==> src/design/bsiu_defs.vh <==
`ifndef BSIU_DEFS_VH
`define BSIU_DEFS_VH
`define BSIU_IR_W 3
`define BSIU_OP_EXTEST 3'h0
`define BSIU_OP_RING1 3'h1
`define BSIU_OP_CFGW 3'h2
`define BSIU_OP_IDCODE 3'h3
`define BSIU_OP_SAMPLE 3'h4
`define BSIU_OP_RING2 3'h5
`define BSIU_OP_CFGR 3'h6
`define BSIU_OP_BYPASS 3'h7
`define BSIU_IR_CAPTURE 3'h1
`define BSIU_ID_W 32
`define BSIU_ST_RESET 4'hF
`define BSIU_ST_IDLE 4'hC
`define BSIU_ST_SEL_DR 4'h7
`define BSIU_ST_CAP_DR 4'h6
`define BSIU_ST_SHIFT_DR 4'h2
`define BSIU_ST_EXIT1_DR 4'h1
`define BSIU_ST_PAUSE_DR 4'h3
`define BSIU_ST_EXIT2_DR 4'h0
`define BSIU_ST_UPD_DR 4'h5
`define BSIU_ST_SEL_IR 4'h4
`define BSIU_ST_CAP_IR 4'hE
`define BSIU_ST_SHIFT_IR 4'hA
`define BSIU_ST_EXIT1_IR 4'h9
`define BSIU_ST_PAUSE_IR 4'hB
`define BSIU_ST_EXIT2_IR 4'h8
`define BSIU_ST_UPD_IR 4'hD
`endif

==> src/design/bsiu_tap_fsm.v <==
`timescale 1ns/1ps
`include "bsiu_defs.vh"
module bsiu_tap_fsm (
   input wire sys_clk,
   input wire rstn,
   input wire tck_rise,
   input wire tms,
   output reg [3:0] state
);
   reg [3:0] next_state;
   always @* begin
      case (state)
         `BSIU_ST_RESET: next_state = tms ? `BSIU_ST_RESET : `BSIU_ST_IDLE;
         `BSIU_ST_IDLE: next_state = tms ? `BSIU_ST_SEL_DR : `BSIU_ST_IDLE;
         `BSIU_ST_SEL_DR: next_state = tms ? `BSIU_ST_SEL_IR : `BSIU_ST_CAP_DR;
         `BSIU_ST_CAP_DR: next_state = tms ? `BSIU_ST_EXIT1_DR :
            `BSIU_ST_SHIFT_DR;
         `BSIU_ST_SHIFT_DR: next_state = tms ? `BSIU_ST_EXIT1_DR :
            `BSIU_ST_SHIFT_DR;
         `BSIU_ST_EXIT1_DR: next_state = tms ? `BSIU_ST_UPD_DR :
            `BSIU_ST_PAUSE_DR;
         `BSIU_ST_PAUSE_DR: next_state = tms ? `BSIU_ST_EXIT2_DR :
            `BSIU_ST_PAUSE_DR;
         `BSIU_ST_EXIT2_DR: next_state = tms ? `BSIU_ST_UPD_DR :
            `BSIU_ST_SHIFT_DR;
         `BSIU_ST_UPD_DR: next_state = tms ? `BSIU_ST_SEL_DR : `BSIU_ST_IDLE;
         `BSIU_ST_SEL_IR: next_state = tms ? `BSIU_ST_RESET : `BSIU_ST_CAP_IR;
         `BSIU_ST_CAP_IR: next_state = tms ? `BSIU_ST_EXIT1_IR :
            `BSIU_ST_SHIFT_IR;
         `BSIU_ST_SHIFT_IR: next_state = tms ? `BSIU_ST_EXIT1_IR :
            `BSIU_ST_SHIFT_IR;
         `BSIU_ST_EXIT1_IR: next_state = tms ? `BSIU_ST_UPD_IR :
            `BSIU_ST_PAUSE_IR;
         `BSIU_ST_PAUSE_IR: next_state = tms ? `BSIU_ST_EXIT2_IR :
            `BSIU_ST_PAUSE_IR;
         `BSIU_ST_EXIT2_IR: next_state = tms ? `BSIU_ST_UPD_IR :
            `BSIU_ST_SHIFT_IR;
         `BSIU_ST_UPD_IR: next_state = tms ? `BSIU_ST_SEL_DR : `BSIU_ST_IDLE;
         default: next_state = `BSIU_ST_RESET;
      endcase
   end
   always @(posedge sys_clk or negedge rstn) begin
      if (!rstn)
         state <= `BSIU_ST_RESET;
      else if (tck_rise)
         state <= next_state;
   end
endmodule

==> src/design/bsiu_top.v <==
`timescale 1ns/1ps
`include "bsiu_defs.vh"
// Behaviour
// four test pins; reconfigure pin resets all scan logic too.
// 3-bit instruction register decoding nine instructions; the code decodes eight opcodes.
// code 001 is ring one or user identity, set by option.
// rings one and two route tdi to tdo through user chain.
// code 010 loads configuration data serially from tdi.
// code 110 shifts configuration memory out after configuration.
// extest, sample/preload, bypass at 111, and idcode provided.
// extest uses two boundary bits per pad: value and enable.
// enable bit chooses driving pad or capturing its input.
// sample captures pad level and enable together; normal use continues.
// update transfers boundary contents to all pads at once.
// code 011 captures 32-bit identity and shifts it out.
// identity is version, part, family, maker, then lsb one.
// host chains tdo to tdi, drives tms and tck in parallel.
// sixteen controller states, stepped by tms on tck rise.
// bypass path is a single flip-flop.
// after test reset the identity register is selected.
// scan active before configuration; option decides afterwards.
// config write/read through serial port, one bit per tck.
module bsiu_top #(
   parameter NPADS = 4,
   parameter RING1_W = 8,
   parameter RING2_W = 8,
   parameter [3:0] ID_VERSION = 4'h0,
   parameter [9:0] ID_PART = 10'h155,
   parameter [5:0] ID_FAMILY = 6'h2A,
   parameter [10:0] ID_MAKER = 11'h2AA,
   parameter [10:0] USER_CODE = 11'h0F0
) (
   input wire sys_clk,
   input wire rstn,
   input wire tck,
   input wire tms,
   input wire tdi,
   output reg tdo,
   output reg tdo_oe_n,
   input wire reconfigure_pin_n,
   input wire cfg_done,
   input wire opt_scan_keep,
   input wire opt_user_identity,
   input wire [NPADS-1:0] core_out,
   input wire [NPADS-1:0] core_oe_n,
   input wire [NPADS-1:0] pad_in,
   output wire [NPADS-1:0] pad_out,
   output wire [NPADS-1:0] pad_oe_n,
   output wire [NPADS-1:0] core_in,
   output reg ring_shift,
   output reg ring_si,
   input wire ring1_so,
   input wire ring2_so,
   output reg cfg_wr_en,
   output reg cfg_rd_en,
   output reg cfg_si,
   input wire cfg_so,
   output wire scan_active
);
   localparam BW = 2 * NPADS;
   reg [2:0] tck_s;
   reg [2:0] tms_s;
   reg [2:0] tdi_s;
   reg [1:0] prg_s;
   wire tck_rise = tck_s[1] & ~tck_s[2];
   wire tck_fall = ~tck_s[1] & tck_s[2];
   wire [3:0] state;
   reg [2:0] ir_sh;
   reg [2:0] ir;
   reg bypass_ff;
   reg [`BSIU_ID_W-1:0] id_sh;
   reg [BW-1:0] bsr_sh;
   reg [BW-1:0] bsr_upd;
   reg cfg_sel;
   wire scan_rst_n = rstn & prg_s[1];
   // during configuration boundary scan is always on
   assign scan_active = ~cfg_done | opt_scan_keep;
   wire capture = tck_rise && state == `BSIU_ST_CAP_DR && scan_active;
   wire shift = tck_rise && state == `BSIU_ST_SHIFT_DR && scan_active;
   wire upd = tck_rise && state == `BSIU_ST_UPD_DR && scan_active;
   wire ring1_on = ir == `BSIU_OP_RING1 && !opt_user_identity;
   wire user_id = ir == `BSIU_OP_RING1 && opt_user_identity;
   wire ext_mode = ir == `BSIU_OP_EXTEST;
   wire [`BSIU_ID_W-1:0] id_val = {ID_VERSION, ID_PART, ID_FAMILY,
      user_id ? USER_CODE : ID_MAKER, 1'b1};
   always @(posedge sys_clk or negedge rstn) begin
      if (!rstn) begin
         tck_s <= 3'h0;
         tms_s <= 3'h7;
         tdi_s <= 3'h7;
         prg_s <= 2'h0;
      end else begin
         tck_s <= {tck_s[1:0], tck};
         tms_s <= {tms_s[1:0], tms};
         tdi_s <= {tdi_s[1:0], tdi};
         prg_s <= {prg_s[0], reconfigure_pin_n};
      end
   end
   bsiu_tap_fsm u_fsm (
      .sys_clk(sys_clk),
      .rstn(scan_rst_n),
      .tck_rise(tck_rise & scan_active),
      .tms(tms_s[1]),
      .state(state)
   );
   // instruction register; test reset leaves identity selected
   always @(posedge sys_clk or negedge scan_rst_n) begin
      if (!scan_rst_n) begin
         ir_sh <= 3'h0;
         ir <= `BSIU_OP_IDCODE;
      end else if (state == `BSIU_ST_RESET) begin
         ir <= `BSIU_OP_IDCODE;
      end else if (tck_rise && scan_active) begin
         if (state == `BSIU_ST_CAP_IR)
            ir_sh <= `BSIU_IR_CAPTURE;
         else if (state == `BSIU_ST_SHIFT_IR)
            ir_sh <= {tdi_s[1], ir_sh[2:1]};
         else if (state == `BSIU_ST_UPD_IR)
            ir <= ir_sh;
      end
   end
   // data registers
   integer i;
   always @(posedge sys_clk or negedge scan_rst_n) begin
      if (!scan_rst_n) begin
         bypass_ff <= 1'b0;
         id_sh <= {`BSIU_ID_W{1'b0}};
         bsr_sh <= {BW{1'b0}};
         bsr_upd <= {BW{1'b0}};
      end else begin
         if (capture) begin
            bypass_ff <= 1'b0;
            id_sh <= id_val;
            for (i = 0; i < NPADS; i = i + 1) begin
               // enable bit above value bit; enable decides what is seen
               bsr_sh[2*i+1] <= ext_mode ? bsr_upd[2*i+1] : core_oe_n[i];
               bsr_sh[2*i] <= (ext_mode && !bsr_upd[2*i+1]) ?
                  bsr_upd[2*i] : pad_in[i];
            end
         end else if (shift) begin
            bypass_ff <= tdi_s[1];
            id_sh <= {tdi_s[1], id_sh[`BSIU_ID_W-1:1]};
            bsr_sh <= {tdi_s[1], bsr_sh[BW-1:1]};
         end
         if (upd && (ext_mode || ir == `BSIU_OP_SAMPLE))
            bsr_upd <= bsr_sh;
      end
   end
   genvar g;
   generate
      for (g = 0; g < NPADS; g = g + 1) begin : pads
         assign pad_out[g] = ext_mode ? bsr_upd[2*g] : core_out[g];
         assign pad_oe_n[g] = ext_mode ? bsr_upd[2*g+1] : core_oe_n[g];
         assign core_in[g] = pad_in[g];
      end
   endgenerate
   // serial ports to scan rings and configuration memory
   always @(posedge sys_clk or negedge scan_rst_n) begin
      if (!scan_rst_n) begin
         ring_shift <= 1'b0;
         ring_si <= 1'b0;
         cfg_wr_en <= 1'b0;
         cfg_rd_en <= 1'b0;
         cfg_si <= 1'b0;
         cfg_sel <= 1'b0;
      end else begin
         ring_shift <= shift && (ring1_on || ir == `BSIU_OP_RING2);
         ring_si <= tdi_s[1];
         cfg_wr_en <= shift && ir == `BSIU_OP_CFGW;
         cfg_rd_en <= shift && ir == `BSIU_OP_CFGR && cfg_done;
         cfg_si <= tdi_s[1];
         cfg_sel <= cfg_done;
      end
   end
   reg tdo_mux;
   always @* begin
      tdo_mux = 1'b0;
      if (state == `BSIU_ST_SHIFT_IR)
         tdo_mux = ir_sh[0];
      else
         case (ir)
            `BSIU_OP_EXTEST: tdo_mux = bsr_sh[0];
            `BSIU_OP_SAMPLE: tdo_mux = bsr_sh[0];
            `BSIU_OP_RING1: tdo_mux = opt_user_identity ? id_sh[0] : ring1_so;
            `BSIU_OP_RING2: tdo_mux = ring2_so;
            `BSIU_OP_IDCODE: tdo_mux = id_sh[0];
            `BSIU_OP_CFGR: tdo_mux = cfg_sel ? cfg_so : 1'b0;
            `BSIU_OP_BYPASS: tdo_mux = bypass_ff;
            default: tdo_mux = bypass_ff;
         endcase
   end
   // tdo changes on falling tck edge, per usual scan timing
   always @(posedge sys_clk or negedge scan_rst_n) begin
      if (!scan_rst_n) begin
         tdo <= 1'b0;
         tdo_oe_n <= 1'b1;
      end else if (tck_fall) begin
         tdo <= tdo_mux;
         tdo_oe_n <= !(scan_active && (state == `BSIU_ST_SHIFT_DR ||
            state == `BSIU_ST_SHIFT_IR));
      end
   end
endmodule

==> config.mk <==
export PLATFORM = sky130hd
export DESIGN_NAME = bsiu_top
export DESIGN_NICKNAME = d
export VERILOG_FILES = /design/src/design/bsiu_tap_fsm.v /design/src/design/bsiu_top.v
export VERILOG_INCLUDE_DIRS = /design/src /design/src/design
export SDC_FILE = /design/constraint.sdc
export NUM_CORES = 1
export LEC_CHECK = 0
export BUFFER_PORTS_ARGS = -buffer_cell sky130_fd_sc_hd__buf_2
export CORE_ASPECT_RATIO = 0.6
export CORE_MARGIN = 2
export CORE_UTILIZATION = 30
export DETAILED_ROUTE_END_ITERATION = 8
export PLACE_DENSITY = 0.53
export REMOVE_ABC_BUFFERS = 1
export SLEW_MARGIN = 0
export SYNTH_ARGS = -nofsm -noshare
export SYNTH_HDL_FRONTEND = slang
export SYNTH_SLANG_ARGS = --single-unit
==> constraint.sdc <==
create_clock -name sys_clk -period 4.4 [get_ports sys_clk]
set_input_delay 1.32 -clock sys_clk [delete_from_list [all_inputs] [get_ports sys_clk]]
set_output_delay 1.32 -clock sys_clk [all_outputs]
set_load 0.01 [all_outputs]
==> results.sh <==
export IMPL_status="finished clean"
export IMPL_tightest_slew_ps=656.1
export IMPL_synth_area_top_cells="dfrtp_1 (47%), dfstp_2 (8.6%), nand2_1 (7.9%), o21ai_0 (4.8%), mux2_4 (3.6%)"
export IMPL_synth_top_area_cell="dfrtp_1"
export IMPL_syn_to_final_growth_pct=17.00
export IMPL_max_stage_delay_ps=470
export IMPL_synth_flop_cell="dfrtp_1"
export IMPL_critPathKind="input pin to output pin"
export IMPL_hold_path_class="flip-flop to asynchronous set/reset pin"
export IMPL_grt_pass1_wl_mm=12.32
export IMPL_finalCritPeriodShare=0.7978
export IMPL_report_final_slew_viol_count=0
export IMPL_syn_area_um2=3364
export IMPL_multi_input_area_um2=1341
export IMPL_cts_buffers=9
export IMPL_cts_resized_gates=0
export IMPL_synthCells=327
export IMPL_reg2reg_from="u_fsm.state[2]$_DFFE_PN1P_"
export IMPL_yosysMostFrequentCell="nand2_1"
export IMPL_seq_area_frac_synth=0.5545
export IMPL_via_count=2433
export IMPL_cts_hold_buf=0
export IMPL_final_cell_area_um2=3936
export IMPL_fill_cells=1083
export IMPL_synth_distinct_cells=44
export IMPL_setup_violations=0
export IMPL_slowest_stage="nor2b_1"
export IMPL_crit_path_end_kind="output pin"
export IMPL_drv_cap=0
export IMPL_die_area_um2=12110
export IMPL_cp_top_family="simple AND/OR/NAND/NOR gates"
export IMPL_worstPathCellList="buf_2, nor2b_1, inv_2, buf_2"
export IMPL_fin_crit_ps=3510
export IMPL_peakVddDrop_mv=0.2188
export IMPL_antenna_diode_count=0
export IMPL_pwr_share_clk=0.282
export IMPL_synthSimpleGateAreaFrac=0.1837
export IMPL_rsz0062_at_grt="no"
export IMPL_drtIter0Drc=179
export IMPL_drt_pass1_iter_count=4
export IMPL_first_global_vias=2276
export IMPL_clkTransAtPathRegs_ps=50
export IMPL_nNetsFinal=381
export IMPL_setup_ws_ps=889.8
export IMPL_cts_tree="yes"
export IMPL_cts_buffer_depth=2
export IMPL_gr_usage_all_layers=0.1353
export IMPL_synth_compound_area_frac=0.1324
export IMPL_post_place_ws_ps=900.7
export IMPL_yosys_top_cells_count="nand2_1 (71), dfrtp_1 (63), o21ai_0 (32), clkbuf_1 (17), nand3_1 (15)"
export IMPL_die_h_um=86.03
export IMPL_htree_levels=3
export IMPL_slew_headroom=0.5602
export IMPL_max_freq_mhz=284.9
export IMPL_hold_viol_final=0
export IMPL_holdWs_ps=287.7
export IMPL_place_congestion=0.7739
export IMPL_fp_coreArea_um2=10740
export IMPL_drive_above_1_share=0.2790
export IMPL_tns_ps=0
export IMPL_cts_root_buf="clkbuf_16"
export IMPL_cellPowerDensity_nw_per_um2=619.8
export IMPL_wl_per_cell_um=14.89
export IMPL_vias_per_cell=4.856
export IMPL_grt_max_degree=53
export IMPL_hpwl_mm=4.851
export IMPL_drc=0
export IMPL_ys_warn_count=0
export IMPL_crit_start="cfg_done"
export IMPL_synth_edf_count=0
export IMPL_synthXorXnorAreaFrac=0.002603
export IMPL_p_sw_frac=0.3278
export IMPL_worst_path_max_fanout=8
export IMPL_synth_top_area_share=0.4686
export IMPL_combPwrFrac=0.247
export IMPL_total_power_mw=2.440
export IMPL_clk_latency_ps=330
export IMPL_place_area_um2=3652
export IMPL_syn_area_per_cell_um2=10.29
export IMPL_globalRouteOverflowTotal=0
export IMPL_cts_setup_buffers=0
export IMPL_ant_nets=0
export IMPL_fin_worst_skew_ps=4.128
export IMPL_row_count=29
export IMPL_synth_mux_area_frac=0.07772
export IMPL_critPathLaunchType="input pin"
export IMPL_worstPathArrival_ps=2190
export IMPL_synth_top_family_by_area="simple AND/OR/NAND/NOR gates"
export IMPL_p_leak_nw=1.937
export IMPL_antenna_found_initial=0
export IMPL_power_switching_uw=799.7
export IMPL_numPortBuffers=43
export IMPL_seqCellArea_um2=1866
export IMPL_start_util=0.3133
export IMPL_synthArstFlopShare=1.000
export IMPL_worst_endpoint_required_ps=3080
export IMPL_seqPwrFrac=0.470
export IMPL_synth_adder_area_share=0
export IMPL_clkSinkCount=74
export IMPL_fp_dieW_um=140.7
export IMPL_synth_seq_cells=74
export IMPL_cpMostUsedCell="buf_2"
export IMPL_routed_wl_mm=7.461
export IMPL_ios=44
export IMPL_cell_internal_pwr_mw=1.640
export IMPL_crit_buf_inv=3
[power groups by stage]
stage	combinational, mW	clock [mW]	sequential (mW)
2_1_floorplan	0.426	0	1.10
3_3_place_gp	0.594	0	1.15
3_5_place_dp	0.608	0	1.15
4_1_cts	0.610	0.712	1.15
5_1_grt	0.679	0.743	1.19
6_report	0.603	0.689	1.15
[registers in the layout, summed over array words and instances, names as in the netlist, 2 cells and up]
name / cells
bsr_sh: 8
bsr_upd: 8
id_sh: 31
ir: 3
ir_sh: 3
prg_s: 2
tck_s: 3
tdi_s: 2
tms_s: 2
u_fsm.state: 4
[kinds of logic (layout without fill, tap and decap cells)]
kind of cell,count (synthesis),in the layout
buf+inv,33,68
simple gates,130,130
compound gates,68,68
xor+xnor,1,1
flops,74,74
mux,21,21
[stage by stage]
step	util	cells
final	0.3665	501
after global routing	0.3665	501
after CTS	0.3665	501
after detailed placement	0.3401	485
after global placement	0.3401	485
after floorplan	-	297
[final timing paths]
kind,to,slack [ps],depth (start not counted)
setup / recovery,scan_active,890,4
max in group asynchronous,u_fsm.state[2]$_DFFE_PN1P_,2430,3
hold reg to reg,cfg_si$_DFF_PN0_,290,1
min in group sys_clk,tck_s[1]$_DFF_PN0_,340,0
hold / removal,cfg_si$_DFF_PN0_,290,1
setup reg to reg,bsr_upd[3]$_DFFE_PN0P_,2090,4
[worst reg2reg max path: stages, from the launching register on]
cell	delay, ps
dfstp_2	510
buf_4	360
inv_1	110
or4_1	810
mux2_4	400
[layout make-up]
type | instances | share of cell area
Timing Repair Buffer | 49 | 0.06612
Clock buffer | 14 | 0.06961
Clock inverter | 2 | 0.002543
Tap cell | 139 | 0.04418
Sequential cell | 74 | 0.4739
Multi-Input combinational cell | 220 | 0.3408
Inverter | 3 | 0.002861
[cell usage in the layout, fill, tap and decap left out, types with 6 or more instances in the layout]
cell       synthesis  final
a21o_1             8      8
buf_2              6     43
buf_4              5      6
clkbuf_16          0      9
dfrtp_1           63     63
dfstp_2           11     11
mux2_2             9      9
mux2_4             8      8
nand2_1           71     71
nand3_1           15     15
nor2_1             7      7
o21ai_0           32     32
[layer usage]
metal	global-route usage	wire length (µm)	share of wire	vias to the layer above
met1	0.2107	4229	0.57	1170
met5	0	0	0	-
met4	0.04727	78	0.010	0
li1	-	-	-	1187
met3	0.04913	428	0.057	6
met2	0.1663	2724	0.37	70
Power figures use the tool's default switching activity.
